===== config.mk =====
export PLATFORM = sky130hd
export DESIGN_NAME = serial_frame_slave_port
export DESIGN_NICKNAME = d
export VERILOG_FILES = /design/src/core/serial_port_pkg.sv /design/src/core/serial_frame_slave_port.sv /design/src/core/config_io_pin_mux.sv
export SDC_FILE = /design/constraint.sdc
export NUM_CORES = 1
export LEC_CHECK = 0
export BUFFER_PORTS_ARGS = -buffer_cell sky130_fd_sc_hd__buf_2
export CORE_UTILIZATION = 34
export DETAILED_ROUTE_END_ITERATION = 6
export PLACE_DENSITY = 0.66
export REMOVE_ABC_BUFFERS = 1
export SLEW_MARGIN = 10
export SYNTH_ARGS = -nofsm -noshare
export SYNTH_HDL_FRONTEND = slang
export SYNTH_SLANG_ARGS = --single-unit

===== constraint.sdc =====
create_clock -name i_mclk -period 1.7 [get_ports i_mclk]
set_input_delay 0.34 -clock i_mclk [delete_from_list [all_inputs] [get_ports i_mclk]]
set_output_delay 0.34 -clock i_mclk [all_outputs]
set_load 0.05 [all_outputs]

===== src/core/serial_port_pkg.sv =====
/*
 * Constants and types shared by the serial frame slave port and its
 * per-pin function mux.
 * Assumes a single system clock; link pins arrive asynchronous to it.
 */
package serial_port_pkg;

    // ==========================================================
    // frame geometry
    localparam int FRAME_BITS = 16;
    localparam int COUNT_W = 5;
    localparam logic [COUNT_W-1:0] COUNT_RESET = 5'h00;
    localparam logic [COUNT_W-1:0] COUNT_LAST = 5'h10;
    localparam logic [FRAME_BITS-1:0] WORD_RESET = 16'h0000;

    // ==========================================================
    // io pin layout
    localparam int NUM_PINS = 8;
    localparam int BUSY_PIN = 7;
    localparam int FUNC_W = 3;

    // ==========================================================
    // clock figures
    localparam int MCLK_PERIOD_NS = 25;
    localparam int SCLK_MAX_READ_MHZ = 20;
    localparam int SCLK_MAX_WRITE_MHZ = 50;

    typedef enum logic [FUNC_W-1:0] {
        FUNC_UNUSED = 3'h0,
        FUNC_DAC_OUT = 3'h1,
        FUNC_ADC_IN = 3'h2,
        FUNC_DIG_IN = 3'h3,
        FUNC_DIG_OUT = 3'h4,
        FUNC_BUSY = 3'h5
    } pin_func_t;

    typedef enum logic [2:0] {
        ST_IDLE = 3'b001,
        ST_SHIFT = 3'b010,
        ST_DONE = 3'b100
    } frame_state_t;

    // pick one pin's function field out of the packed configuration
    function automatic pin_func_t func_of(input logic [NUM_PINS*FUNC_W-1:0] cfg,
                                          input int pin);
        return pin_func_t'(cfg[pin*FUNC_W +: FUNC_W]);
    endfunction : func_of

endpackage : serial_port_pkg


===== src/core/serial_frame_slave_port.sv =====
/*
 * Serial frame slave port: 16-bit frames framed by an active-low select,
 * input sampled on serial clock falls, output advanced on rises, plus
 * the function mux of the eight configurable io pins.
 * Assumes the serial clock is slow enough for 40 MHz oversampling and
 * that the core supplies the reply word before each frame starts.
 */
`timescale 1ns/1ps
module serial_frame_slave_port #(
    parameter int FRAME_W = serial_port_pkg::FRAME_BITS,
    parameter int PINS = serial_port_pkg::NUM_PINS
) (
    input wire logic i_mclk,
    input wire logic i_reset_n,
    input wire logic i_sclk,
    input wire logic i_sync_n,
    input wire logic i_serial_in,
    output logic o_serial_out,
    input wire logic [FRAME_W-1:0] i_tx_word,
    output logic [FRAME_W-1:0] o_rx_word,
    output logic o_rx_valid,
    output logic o_frame_active,
    input wire logic [PINS*serial_port_pkg::FUNC_W-1:0] i_pin_func,
    input wire logic [PINS-1:0] i_dig_out_value,
    input wire logic i_adc_busy,
    input wire logic [PINS-1:0] i_config_io_pin,
    output logic [PINS-1:0] o_config_io_pin,
    output logic [PINS-1:0] o_config_io_pin_oe,
    output logic [PINS-1:0] o_dac_en,
    output logic [PINS-1:0] o_adc_en,
    output logic [PINS-1:0] o_dig_in_value
);
    import serial_port_pkg::*;

    // ==========================================================
    // pin synchronisers; first stage feeds only the second
    logic sclk_meta, sclk_sync, sclk_prev;
    logic sync_meta, sync_sync, sync_prev;
    logic sin_meta, sin_sync;

    always_ff @(posedge i_mclk or negedge i_reset_n) begin
        if (!i_reset_n) begin
            sclk_meta <= 1'b0;
            sclk_sync <= 1'b0;
            sclk_prev <= 1'b0;
            sync_meta <= 1'b1;
            sync_sync <= 1'b1;
            sync_prev <= 1'b1;
            sin_meta <= 1'b0;
            sin_sync <= 1'b0;
        end else begin
            sclk_meta <= i_sclk;
            sclk_sync <= sclk_meta;
            sclk_prev <= sclk_sync;
            sync_meta <= i_sync_n;
            sync_sync <= sync_meta;
            sync_prev <= sync_sync;
            sin_meta <= i_serial_in;
            sin_sync <= sin_meta;
        end
    end

    // edge detection relies on the link clock staying far below mclk/2
    logic sclk_fall, sclk_rise, sync_fall, sync_low;
    assign sclk_fall = sclk_prev && !sclk_sync;
    assign sclk_rise = !sclk_prev && sclk_sync;
    assign sync_fall = sync_prev && !sync_sync;
    assign sync_low = !sync_sync;

    // ==========================================================
    // frame state
    frame_state_t state;
    frame_state_t next_state;
    logic [COUNT_W-1:0] bit_count;
    logic take_bit;

    assign take_bit = (state == ST_SHIFT) && sync_low && sclk_fall;

    always_comb begin
        next_state = state;
        unique case (state)
            ST_IDLE: begin
                if (sync_fall) begin
                    next_state = ST_SHIFT;
                end
            end
            ST_SHIFT: begin
                if (!sync_low) begin
                    next_state = ST_IDLE;
                end else if (take_bit && bit_count == COUNT_LAST - 5'h01) begin
                    next_state = ST_DONE;
                end
            end
            ST_DONE: begin
                if (!sync_low) begin
                    next_state = ST_IDLE;
                end
            end
            default: next_state = ST_IDLE;
        endcase
    end

    always_ff @(posedge i_mclk or negedge i_reset_n) begin
        if (!i_reset_n) begin
            state <= ST_IDLE;
        end else begin
            state <= next_state;
        end
    end

    always_ff @(posedge i_mclk or negedge i_reset_n) begin
        if (!i_reset_n) begin
            o_frame_active <= 1'b0;
        end else begin
            o_frame_active <= (next_state == ST_SHIFT);
        end
    end

    // ==========================================================
    // receive path
    logic [FRAME_W-1:0] rx_shift;

    always_ff @(posedge i_mclk or negedge i_reset_n) begin
        if (!i_reset_n) begin
            bit_count <= COUNT_RESET;
        end else if (sync_fall) begin
            bit_count <= COUNT_RESET;
        end else if (take_bit) begin
            bit_count <= bit_count + 5'h01;
        end
    end

    always_ff @(posedge i_mclk or negedge i_reset_n) begin
        if (!i_reset_n) begin
            rx_shift <= WORD_RESET;
        end else if (take_bit) begin
            rx_shift <= {rx_shift[FRAME_W-2:0], sin_sync};
        end
    end

    // word handed over only when all sixteen bits arrived; short frames drop
    always_ff @(posedge i_mclk or negedge i_reset_n) begin
        if (!i_reset_n) begin
            o_rx_word <= WORD_RESET;
            o_rx_valid <= 1'b0;
        end else begin
            o_rx_valid <= 1'b0;
            if (take_bit && bit_count == COUNT_LAST - 5'h01) begin
                o_rx_word <= {rx_shift[FRAME_W-2:0], sin_sync};
                o_rx_valid <= 1'b1;
            end
        end
    end

    // ==========================================================
    // transmit path
    logic [FRAME_W-1:0] tx_shift;
    logic fall_seen;

    always_ff @(posedge i_mclk or negedge i_reset_n) begin
        if (!i_reset_n) begin
            fall_seen <= 1'b0;
        end else if (sync_fall || !sync_low) begin
            fall_seen <= 1'b0;
        end else if (sclk_fall) begin
            fall_seen <= 1'b1;
        end else if (sclk_rise) begin
            fall_seen <= 1'b0;
        end
    end

    always_ff @(posedge i_mclk or negedge i_reset_n) begin
        if (!i_reset_n) begin
            tx_shift <= WORD_RESET;
            o_serial_out <= 1'b0;
        end else if (sync_fall) begin
            tx_shift <= {i_tx_word[FRAME_W-2:0], 1'b0};
            o_serial_out <= i_tx_word[FRAME_W-1];
        end else if (sync_low && fall_seen && sclk_rise) begin
            tx_shift <= {tx_shift[FRAME_W-2:0], 1'b0};
            o_serial_out <= tx_shift[FRAME_W-1];
        end
    end

    // ==========================================================
    // io pin function mux
    for (genvar p = 0; p < PINS; p++) begin : g_pin
        config_io_pin_mux #(
            .HAS_BUSY(p == BUSY_PIN)
        ) u_mux (
            .i_mclk(i_mclk),
            .i_reset_n(i_reset_n),
            .i_func(func_of(i_pin_func, p)),
            .i_dig_value(i_dig_out_value[p]),
            .i_busy(i_adc_busy),
            .i_pin(i_config_io_pin[p]),
            .o_pin_out(o_config_io_pin[p]),
            .o_pin_oe(o_config_io_pin_oe[p]),
            .o_dac_en(o_dac_en[p]),
            .o_adc_en(o_adc_en[p]),
            .o_pin_value(o_dig_in_value[p])
        );
    end

endmodule : serial_frame_slave_port


===== src/core/config_io_pin_mux.sv =====
/*
 * Function mux for one configurable io pin: converter output, converter
 * input, digital input, digital output, or (where allowed) busy flag.
 * Assumes the pin pad resolves level from o_pin_out and o_pin_oe.
 */
`timescale 1ns/1ps
module config_io_pin_mux #(
    parameter bit HAS_BUSY = 1'b0
) (
    input wire logic i_mclk,
    input wire logic i_reset_n,
    input wire logic [serial_port_pkg::FUNC_W-1:0] i_func,
    input wire logic i_dig_value,
    input wire logic i_busy,
    input wire logic i_pin,
    output logic o_pin_out,
    output logic o_pin_oe,
    output logic o_dac_en,
    output logic o_adc_en,
    output logic o_pin_value
);
    import serial_port_pkg::*;

    pin_func_t func;
    logic pin_meta;
    logic busy_ok;

    assign func = pin_func_t'(i_func);
    // busy is only legal on the one pin that carries it; elsewhere it idles
    assign busy_ok = HAS_BUSY && (func == FUNC_BUSY);

    // ==========================================================
    // drive side
    always_ff @(posedge i_mclk or negedge i_reset_n) begin
        if (!i_reset_n) begin
            o_pin_out <= 1'b0;
            o_pin_oe <= 1'b0;
            o_dac_en <= 1'b0;
            o_adc_en <= 1'b0;
        end else begin
            o_dac_en <= (func == FUNC_DAC_OUT);
            o_adc_en <= (func == FUNC_ADC_IN);
            o_pin_oe <= (func == FUNC_DIG_OUT) || busy_ok;
            o_pin_out <= busy_ok ? i_busy : (func == FUNC_DIG_OUT) && i_dig_value;
        end
    end

    // ==========================================================
    // read side, two stages since the pad is asynchronous
    always_ff @(posedge i_mclk or negedge i_reset_n) begin
        if (!i_reset_n) begin
            pin_meta <= 1'b0;
            o_pin_value <= 1'b0;
        end else begin
            pin_meta <= i_pin;
            o_pin_value <= pin_meta;
        end
    end

endmodule : config_io_pin_mux


After elaboration in Yosys (flattened, before gate mapping)
Cells that the tools add are included.
{ "op_classes": {"n_addsub": 1, "mul": 0, "n_div": 0, "order_cmp": 0, "n_eq_ne": 30, "n_shift": 0, "muxes": 16, "bitwise_logic": 0, "reduce_logical": 24} }
{ "ops": {"columns": ["cell", "n"], "rows": [
  ["2-to-1 mux 16 bit", 2],
  ["== test 3 x 2 -> 1 bit, second input constant", 10],
  ["== test 3 bit, second input constant", 10],
  ["== test 3 x 1 -> 1 bit, second input constant", 9],
  ["logical AND 1 bit", 16],
  ["2-to-1 mux 3 bit", 4],
  ["2-to-1 mux 5 bit", 2],
  ["one-hot mux 3 bit (3 select lines)", 1],
  ["2-to-1 mux 1 bit", 7],
  ["adder 5 x 1 -> 5 bit, second input constant", 1],
  ["== test 5 x 4 -> 1 bit, second input constant", 1],
  ["nonzero test 2 bit", 2],
  ["zero test 1 bit", 3],
  ["nonzero test 3 bit", 1],
  ["logical OR 1 bit", 2]
]} }
{ "word_totals": {"ff_bits": 115, "latch_bits": 0, "mem_bits_rw": 0, "mem_bits_ro": 0, "memories": 0} }

Depth between registers and ports, before layout
Gate-level depths: netlist (run 1).
{ "depth": {"depth_word": 8, "depth_mapped": 7, "ltp_nobuf": 6} }

Cells and area by module
Synthesis (run 1) repeated with hierarchy kept, for this count alone.
{ "hier_totals": {"cells_unflattened": 292, "area_unflattened_um2": 4275.4} }
{ "by_module_without_submodules": {"columns": ["mod", "instances", "cells_each", "area_each_um2", "seq_area_each_um2"], "rows": [
  ["serial_frame_slave_port", 1, 211, 2781.4, 1656.6],
  ["config_io_pin_mux (g_pin[0].u_mux ...)", 7, 10, 185.2, 150.1],
  ["config_io_pin_mux (g_pin[7].u_mux)", 1, 11, 197.7, 150.1]
]} }

Worst setup path before layout (run 1)
Ideal clock, no wire load.
{ "synth_timing": {"path_type": "register to register", "startpoint": "reg state[2]", "endpoint": "reg o_rx_word[10]", "t_arrival_ps": 1663, "path_slack_ps": -91, "stages_incl_launch_ff": 5, "path_cell_list": "dfrtp_1 -> or4b_4 -> nor2_8 -> buf_6 -> mux2_1"} }
{ "synth_between": {"elab_chain_cells": 4} }
{ "synth_rtl": {"columns": ["item", "line", "rtl"], "rows": [
  ["from (decl)", "serial_frame_slave_port.sv:72", "frame_state_t state;"],
  ["from (signal assigned)", "serial_frame_slave_port.sv:107", "state <= next_state;"],
  ["== test 3 x 2 -> 1 bit", "serial_frame_slave_port.sv:77", "assign take_bit = (state == ST_SHIFT) && sync_low && sclk_fall;"],
  ["logical AND 1 bit (2 in series)", "serial_frame_slave_port.sv:77", null],
  ["logical AND 1 bit", "serial_frame_slave_port.sv:148", "if (take_bit && bit_count == COUNT_LAST - 5'h01) begin"],
  ["to (signal assigned)", "serial_frame_slave_port.sv:149", "o_rx_word <= {rx_shift[FRAME_W-2:0], sin_sync};"],
  ["to (decl)", "serial_frame_slave_port.sv:20", "output logic [FRAME_W-1:0] o_rx_word,"]
]} }
No other way between the ends.
A chain may end at the register's enable or synchronous reset.

Final worst setup path (run 1)
{ "layout_timing": {"startpoint": "reg sync_sync", "endpoint": "reg o_rx_word[11]"} }
{ "layout_between": {"elab_chain_cells": 4} }
{ "layout_rtl": {"columns": ["item", "line", "rtl"], "rows": [
  ["from (decl)", "serial_frame_slave_port.sv:38", "logic sync_meta, sync_sync, sync_prev;"],
  ["from (signal assigned)", "serial_frame_slave_port.sv:56", "sync_sync <= sync_meta;"],
  ["zero test 1 bit", "serial_frame_slave_port.sv:68", "assign sync_low = !sync_sync;"],
  ["logical AND 1 bit (2 in series)", "serial_frame_slave_port.sv:77", null],
  ["logical AND 1 bit", "serial_frame_slave_port.sv:148", null]
]} }
No other way between the ends.

==> flow_metrics.env, run 1 <==
export IMPL_status="finished with violations"
export IMPL_violations="negative setup slack"
export IMPL_grt_usage_pct=13.23
export IMPL_overflow=0
export IMPL_synth_top_area_share_pct=62.43
export IMPL_multi_input_area_mm2=0.001311
export IMPL_synth_common_cells="dfrtp_1 (110), buf_4 (40), mux2_2 (23), nor3b_1 (23), a221o_1 (13)"
export IMPL_async_flop_share_pct=100.0
export IMPL_relSlewSlack_pct=71.61
export IMPL_tns_ns=-0.005267
export IMPL_nets=492
export IMPL_p_total_mw=7.377
export IMPL_clockBufferDepth=2
export IMPL_period_needed_ns=1.704
export IMPL_fillCellCount=1173
export IMPL_crit_fanout=4
export IMPL_fin_ws_ns=-0.003537
export IMPL_intPower_mw=5.833
export IMPL_die_w_um=115.9
export IMPL_p_sw_share_pct=20.93
export IMPL_seqCellArea_mm2=0.002858
export IMPL_synth_area_leaders="dfrtp_1 (62%), buf_4 (6.8%), mux2_2 (5.9%)"
export IMPL_synth_edf_count=0
export IMPL_synth_area_mm2=0.004409
export IMPL_startpoint_type="register"
export IMPL_place_gp_congestion=0.7794
export IMPL_r2r_slack_ns=-0.004
export IMPL_fmax_mhz=587.0
export IMPL_fp_dieH_um=115.9
export IMPL_finClkSkew_ns=0.005803
export IMPL_end_kind="register"
export IMPL_synthFlopType="dfrtp_1"
export IMPL_hold_end="sync_meta"
export IMPL_rsz0062_at_grt="true"
export IMPL_core_area_mm2=0.01262
export IMPL_maxSlewViolCount=0
export IMPL_yosysUniqueCellTypes=38
export IMPL_leakagePower_nw=3.013
export IMPL_clockRootBuffer="clkbuf_16"
export IMPL_grt_max_degree=42
export IMPL_cts_inserted_buffers=17
export IMPL_finalHoldViolCount=0
export IMPL_p_comb_share_pct=7.0
export IMPL_period_share_pct=100.2
export IMPL_rows=41
export IMPL_wl_per_cell_um=13.45
export IMPL_cp_data_arrival_time_ns=1.99
export IMPL_p_seq_share_pct=39.3
export IMPL_start_util_pct=34.94
export IMPL_min_path_type="in2reg"
export IMPL_yosysMostFrequentCell="dfrtp_1"
export IMPL_ys_seq_area_share_pct=64.81
export IMPL_die_area_mm2=0.01343
export IMPL_yosys_warnings=0
export IMPL_cts_tree="built"
export IMPL_synth_top_cell_by_area="dfrtp_1"
export IMPL_drive_gt1_share_pct=49.54
export IMPL_drt_iter0_drc=76
export IMPL_numPortBuffers=120
export IMPL_switching_power_mw=1.544
export IMPL_cts_max_level=4
export IMPL_min_from="i_sync_n"
export IMPL_post_route_util_pct=46.55
export IMPL_syn_inst=313
export IMPL_io_pins=121
export IMPL_dp_hpwl_um=5541
export IMPL_whs_path_depth=1
export IMPL_r2r_start="sync_sync"
export IMPL_syn_to_final_growth_pct=33.23
export IMPL_p_per_area_mw_per_mm2=1256
export IMPL_critPathRequiredTime_ns=1.98
export IMPL_synth_seq_cells=114
export IMPL_grt_pass1_vias=2744
export IMPL_clock_sinks=114
export IMPL_totalWireLength_um=8220
export IMPL_tightest_slew_ns=0.4248
export IMPL_clk_latency_ns=0.40
export IMPL_syn_area_per_cell_um2=14.09
export IMPL_antenna_found_initial=1
export IMPL_p_clk_share_pct=53.7
export IMPL_crit_type="reg2reg"
export IMPL_ant_nets=0
export IMPL_r2r_cells=4
export IMPL_via_per_inst=4.499
export IMPL_setup_viol=2
export IMPL_clkTransAtPathRegs_ns=0.05
export IMPL_grt_first_pass_wirelength_um=13080
export IMPL_ir_drop_uv=634.5
export IMPL_rr_endpoint="o_rx_word[11]"
export IMPL_route_detailed_drc=0
export IMPL_via_count=2749
export IMPL_dr_pass1_iters=4
export IMPL_drv_cap=0
## cells by family after synthesis
kind of cell | synth area share, %
AND/OR/NAND/NOR | 11.66
flip-flops | 64.81
adder cells (fa/ha/maj) | 1.135
multiplexers | 9.279
buffers and inverters | 8.116
AO/OA/AOI/OAI | 4.995
## power groups by stage
stage          registers (mW)  logic (mW)  clock network [mW]
6_report                 2.90       0.520                3.96
3_5_place_dp             2.94       0.519                   0
5_1_grt                  2.91       0.567                4.18
3_3_place_gp             2.93       0.509                   0
2_1_floorplan            3.09       0.123                   0
4_1_cts                  2.90       0.526                4.05
## placed cells by master (no fill, tap or decap), types with 5 or more instances in the layout
cell,count
mux2_4,11
and2_0,11
bufinv_16,6
clkbuf_16,17
nor3b_1,23
a221o_1,13
and2_1,8
buf_2,119
mux2i_1,6
nand2_1,9
buf_4,16
o21ai_0,6
dfrtp_1,110
nor2b_1,5
mux2_2,17
## worst max-delay path by stage
stage,cells past startpoint,endpoint,start
2_1_floorplan,3,o_rx_word[0],state[2]
4_1_cts,3,o_rx_word[15],state[0]
6_report,4,o_rx_word[11],sync_sync
3_3_place_gp,3,o_rx_word[6],state[2]
5_1_grt,4,o_rx_word[9],sync_sync
3_5_place_dp,3,o_rx_word[0],state[2]
## state kept, by name, summed over array words and instances (netlist names), 3 cells and up
signal	flops
g_pin.u_mux.o_pin_value	8
tx_shift	15
g_pin.u_mux.o_pin_oe	8
bit_count	5
g_pin.u_mux.o_dac_en	8
rx_shift	15
g_pin.u_mux.o_pin_out	8
o_rx_word	16
g_pin.u_mux.pin_meta	8
g_pin.u_mux.o_adc_en	8
state	3
## worst max-delay path: stages (launching register included)
cell,delay (ns)
dfstp_2,0.37
or4b_4,0.63
nor2_4,0.13
buf_4,0.14
mux2_1,0.31
## stage by stage
step,hold WS [ns],instance area [µm²],instances,setup WS (ns)
after floorplan,0.04441,4066,264,-0.04817
after global routing,0.01178,5872,610,-0.03902
after global placement,0.2098,5050,573,-0.04986
after CTS,0.01335,5776,609,-0.008056
after detailed placement,0.2082,5050,573,-0.07781
final,0.03708,5874,611,-0.003537
## final cells by class
| cell class | count | share of cell area (%) |
|---|---|---|
| Sequential cell | 114 | 48.65 |
| Inverter | 4 | 0.2556 |
| Timing Repair Buffer | 141 | 13.76 |
| Clock inverter | 11 | 3.536 |
| Clock buffer | 20 | 7.774 |
| Antenna cell | 1 | 0.04260 |
| Multi-Input combinational cell | 148 | 22.32 |
| Tap cell | 172 | 3.663 |
## what timing repair did
item | 4_1_cts | 5_1_grt
gates resized for setup | 7 | 19
gates cloned | 1 | 1
endpoints found under the hold margin | 10 | 0
setup buffers | 3 | 0
hold buffers | 1 | 0
setup endpoints to repair | 16 | 19
pin swaps | 4 | 9
## layer usage
metal,wire [µm],vias to the layer above,track usage (%)
li1,-,1286,-
met1,3362,1376,14.78
met5,0,-,0
met3,667,12,6.851
met2,4060,75,20.95
met4,130,0,6.154
(Power assumes the default switching activity.)
==> inputs of run 2 (changes only) <==
--- a/config.mk
+++ b/config.mk
@@ -8,8 +8,9 @@
 export BUFFER_PORTS_ARGS = -buffer_cell sky130_fd_sc_hd__buf_2
 export CORE_UTILIZATION = 34
 export DETAILED_ROUTE_END_ITERATION = 6
-export PLACE_DENSITY = 0.66
+export PLACE_DENSITY = 0.64
 export REMOVE_ABC_BUFFERS = 1
+export SKIP_CTS_REPAIR_TIMING = 1
 export SLEW_MARGIN = 10
 export SYNTH_ARGS = -nofsm -noshare
 export SYNTH_HDL_FRONTEND = slang
==> constraint.sdc (replaced) <==
create_clock -name i_mclk -period 2 [get_ports i_mclk]
set_input_delay 0.4 -clock i_mclk [delete_from_list [all_inputs] [get_ports i_mclk]]
set_output_delay 0.4 -clock i_mclk [all_outputs]
set_load 0.05 [all_outputs]
==> run 2 against run 1 <==
- the flow now finishes without violations
- power down 18%
- die area unchanged
- clock skew up 0.0040 ns
- non-clock buffer count down 14
- first-iteration DRC count up 55%
- global-route usage down 0.61 points
- sequential share of layout area up 2.5 points
- cell area down 4.9%
- critical endpoint is now o_rx_word[6]
==> flow_metrics.env, run 2 (synthesis gave the netlist of run 1 again) <==
export IMPL_status="finished, final reports clean"
export IMPL_crit_fanout=18
export IMPL_dr_pass1_iters=4
export IMPL_critPathRequiredTime_ns=2.29
export IMPL_reg_top3="o_rx_word (16), rx_shift (15), tx_shift (15)"
export IMPL_clkTransAtPathRegs_ns=0.05
export IMPL_io_pins=121
export IMPL_tns_ns=0
export IMPL_syn_to_final_growth_pct=26.73
export IMPL_antenna_cells=0
export IMPL_die_area_mm2=0.01343
export IMPL_largest_register="o_rx_word"
export IMPL_grt_pass1_vias=2701
export IMPL_start_util_pct=34.94
export IMPL_period_share_pct=89.47
export IMPL_startpoint_type="register"
export IMPL_r2r_slack_ns=0.21
export IMPL_largest_reg_flops=16
export IMPL_tightest_slew_ns=0.6060
export IMPL_place_gp_congestion=0.7291
export IMPL_leakagePower_nw=2.920
export IMPL_cts_inserted_buffers=17
export IMPL_r2r_start="state[2]"
export IMPL_period_needed_ns=1.789
export IMPL_layout_commonest_cell="buf_2"
export IMPL_overflow=0
export IMPL_clk_latency_ns=0.41
export IMPL_clockRootBuffer="clkbuf_16"
export IMPL_fp_dieH_um=115.9
export IMPL_via_per_inst=4.397
export IMPL_fmax_mhz=558.8
export IMPL_via_count=2616
export IMPL_min_path_type="in2async"
export IMPL_wl_per_cell_um=13.05
export IMPL_cts_tree="built"
export IMPL_post_route_util_pct=44.28
export IMPL_grt_first_pass_wirelength_um=12610
export IMPL_dp_hpwl_um=5281
export IMPL_finClkSkew_ns=0.009810
export IMPL_end_kind="register"
export IMPL_crit_type="reg2reg"
export IMPL_finalHoldViolCount=0
export IMPL_rsz0062_at_grt="false"
export IMPL_p_total_mw=6.079
export IMPL_totalWireLength_um=7763
export IMPL_drt_iter0_drc=118
export IMPL_drv_cap=0
export IMPL_cts_max_level=4
export IMPL_fillCellCount=1195
export IMPL_final_cell_mix="buf_2 (119), dfrtp_1 (110), nor3b_1 (23), mux2_2 (23), clkbuf_16 (17)"
export IMPL_grt_max_degree=115
export IMPL_nets=476
export IMPL_rows=41
export IMPL_clock_sinks=114
export IMPL_cp_data_arrival_time_ns=2.08
export IMPL_rr_endpoint="o_rx_word[6]"
export IMPL_r2r_cells=3
export IMPL_core_area_mm2=0.01262
export IMPL_die_w_um=115.9
export IMPL_antenna_found_initial=0
export IMPL_route_detailed_drc=0
export IMPL_drive_gt1_share_pct=44.92
export IMPL_clockBufferDepth=2
export IMPL_maxSlewViolCount=0
export IMPL_p_per_area_mw_per_mm2=1088
export IMPL_grt_usage_pct=12.62
export IMPL_ir_drop_uv=611.0
export IMPL_setup_viol=0
export IMPL_relSlewSlack_pct=59.60
export IMPL_ant_nets=0
export IMPL_numPortBuffers=120
==> run 2: cell types whose count changed in the layout (fill, tap and decap cells not counted), sizes merged, moves of 2 or more <==
cell / delta
buf: -13
bufinv: -2
clkbuf: +2
clkinv: +2
nor2: -2
==> run 2: worst max path at each step <==
stage / start / to / slack (ns)
after floorplan: state[2] / o_rx_word[0] / 0.25
after global placement: state[2] / o_rx_word[6] / 0.25
after detailed placement: state[2] / o_rx_word[5] / 0.21
after CTS: bit_count[0] / o_rx_word[5] / 0.19
after global routing: bit_count[1] / o_rx_word[4] / 0.07
final: state[2] / o_rx_word[6] / 0.21
==> run 2: area by class of cell <==
| class | instances | area (µm²) | area share (%) |
|---|---|---|---|
| Clock buffer | 22 | 484.2 | 8.665 |
| Sequential cell | 114 | 2858 | 51.14 |
| Inverter | 4 | 15.01 | 0.2687 |
| Multi-Input combinational cell | 146 | 1194 | 21.36 |
| Tap cell | 172 | 215.2 | 3.851 |
| Clock inverter | 10 | 153.9 | 2.754 |
| Timing Repair Buffer | 127 | 668.1 | 11.96 |
==> run 2: worst max-delay path: stages (launching register included) <==
cell and delay [ns]:
dfrtp_1 0.38, or4b_4 0.60, nor2_8 0.31, mux2_2 0.38
==> run 2: power by group <==
part	total (mW)	switching, mW	leakage (nW)	internal (mW)
sequential	2.47	0.0503	1.49	2.41
clock	3.20	0.995	0.320	2.20
combinational	0.414	0.269	1.11	0.146
==> run 2: layer usage <==
metal	vias up	share of wire, %	routed length (µm)	global-route usage [%]
met5	-	0	0	0
met1	1270	43	3338	15.03
met2	86	46	3590	18.25
li1	1245	-	-	-
met4	0	2.2	167	7.436
met3	15	8.6	666	6.433
==> run 2: stage by stage <==
stage / setup WS (ns) / cells / instance area [µm²] / hold slack, ns
global route: 0.07093 / 595 / 5588 / 0.07486
finish: 0.2105 / 595 / 5588 / 0.06086
detailed placement: 0.2120 / 563 / 4950 / 0.3355
CTS: 0.1934 / 595 / 5588 / 0.07321
global placement: 0.2494 / 563 / 4950 / 0.3324
floorplan: 0.2518 / 264 / 4066 / 0.1044
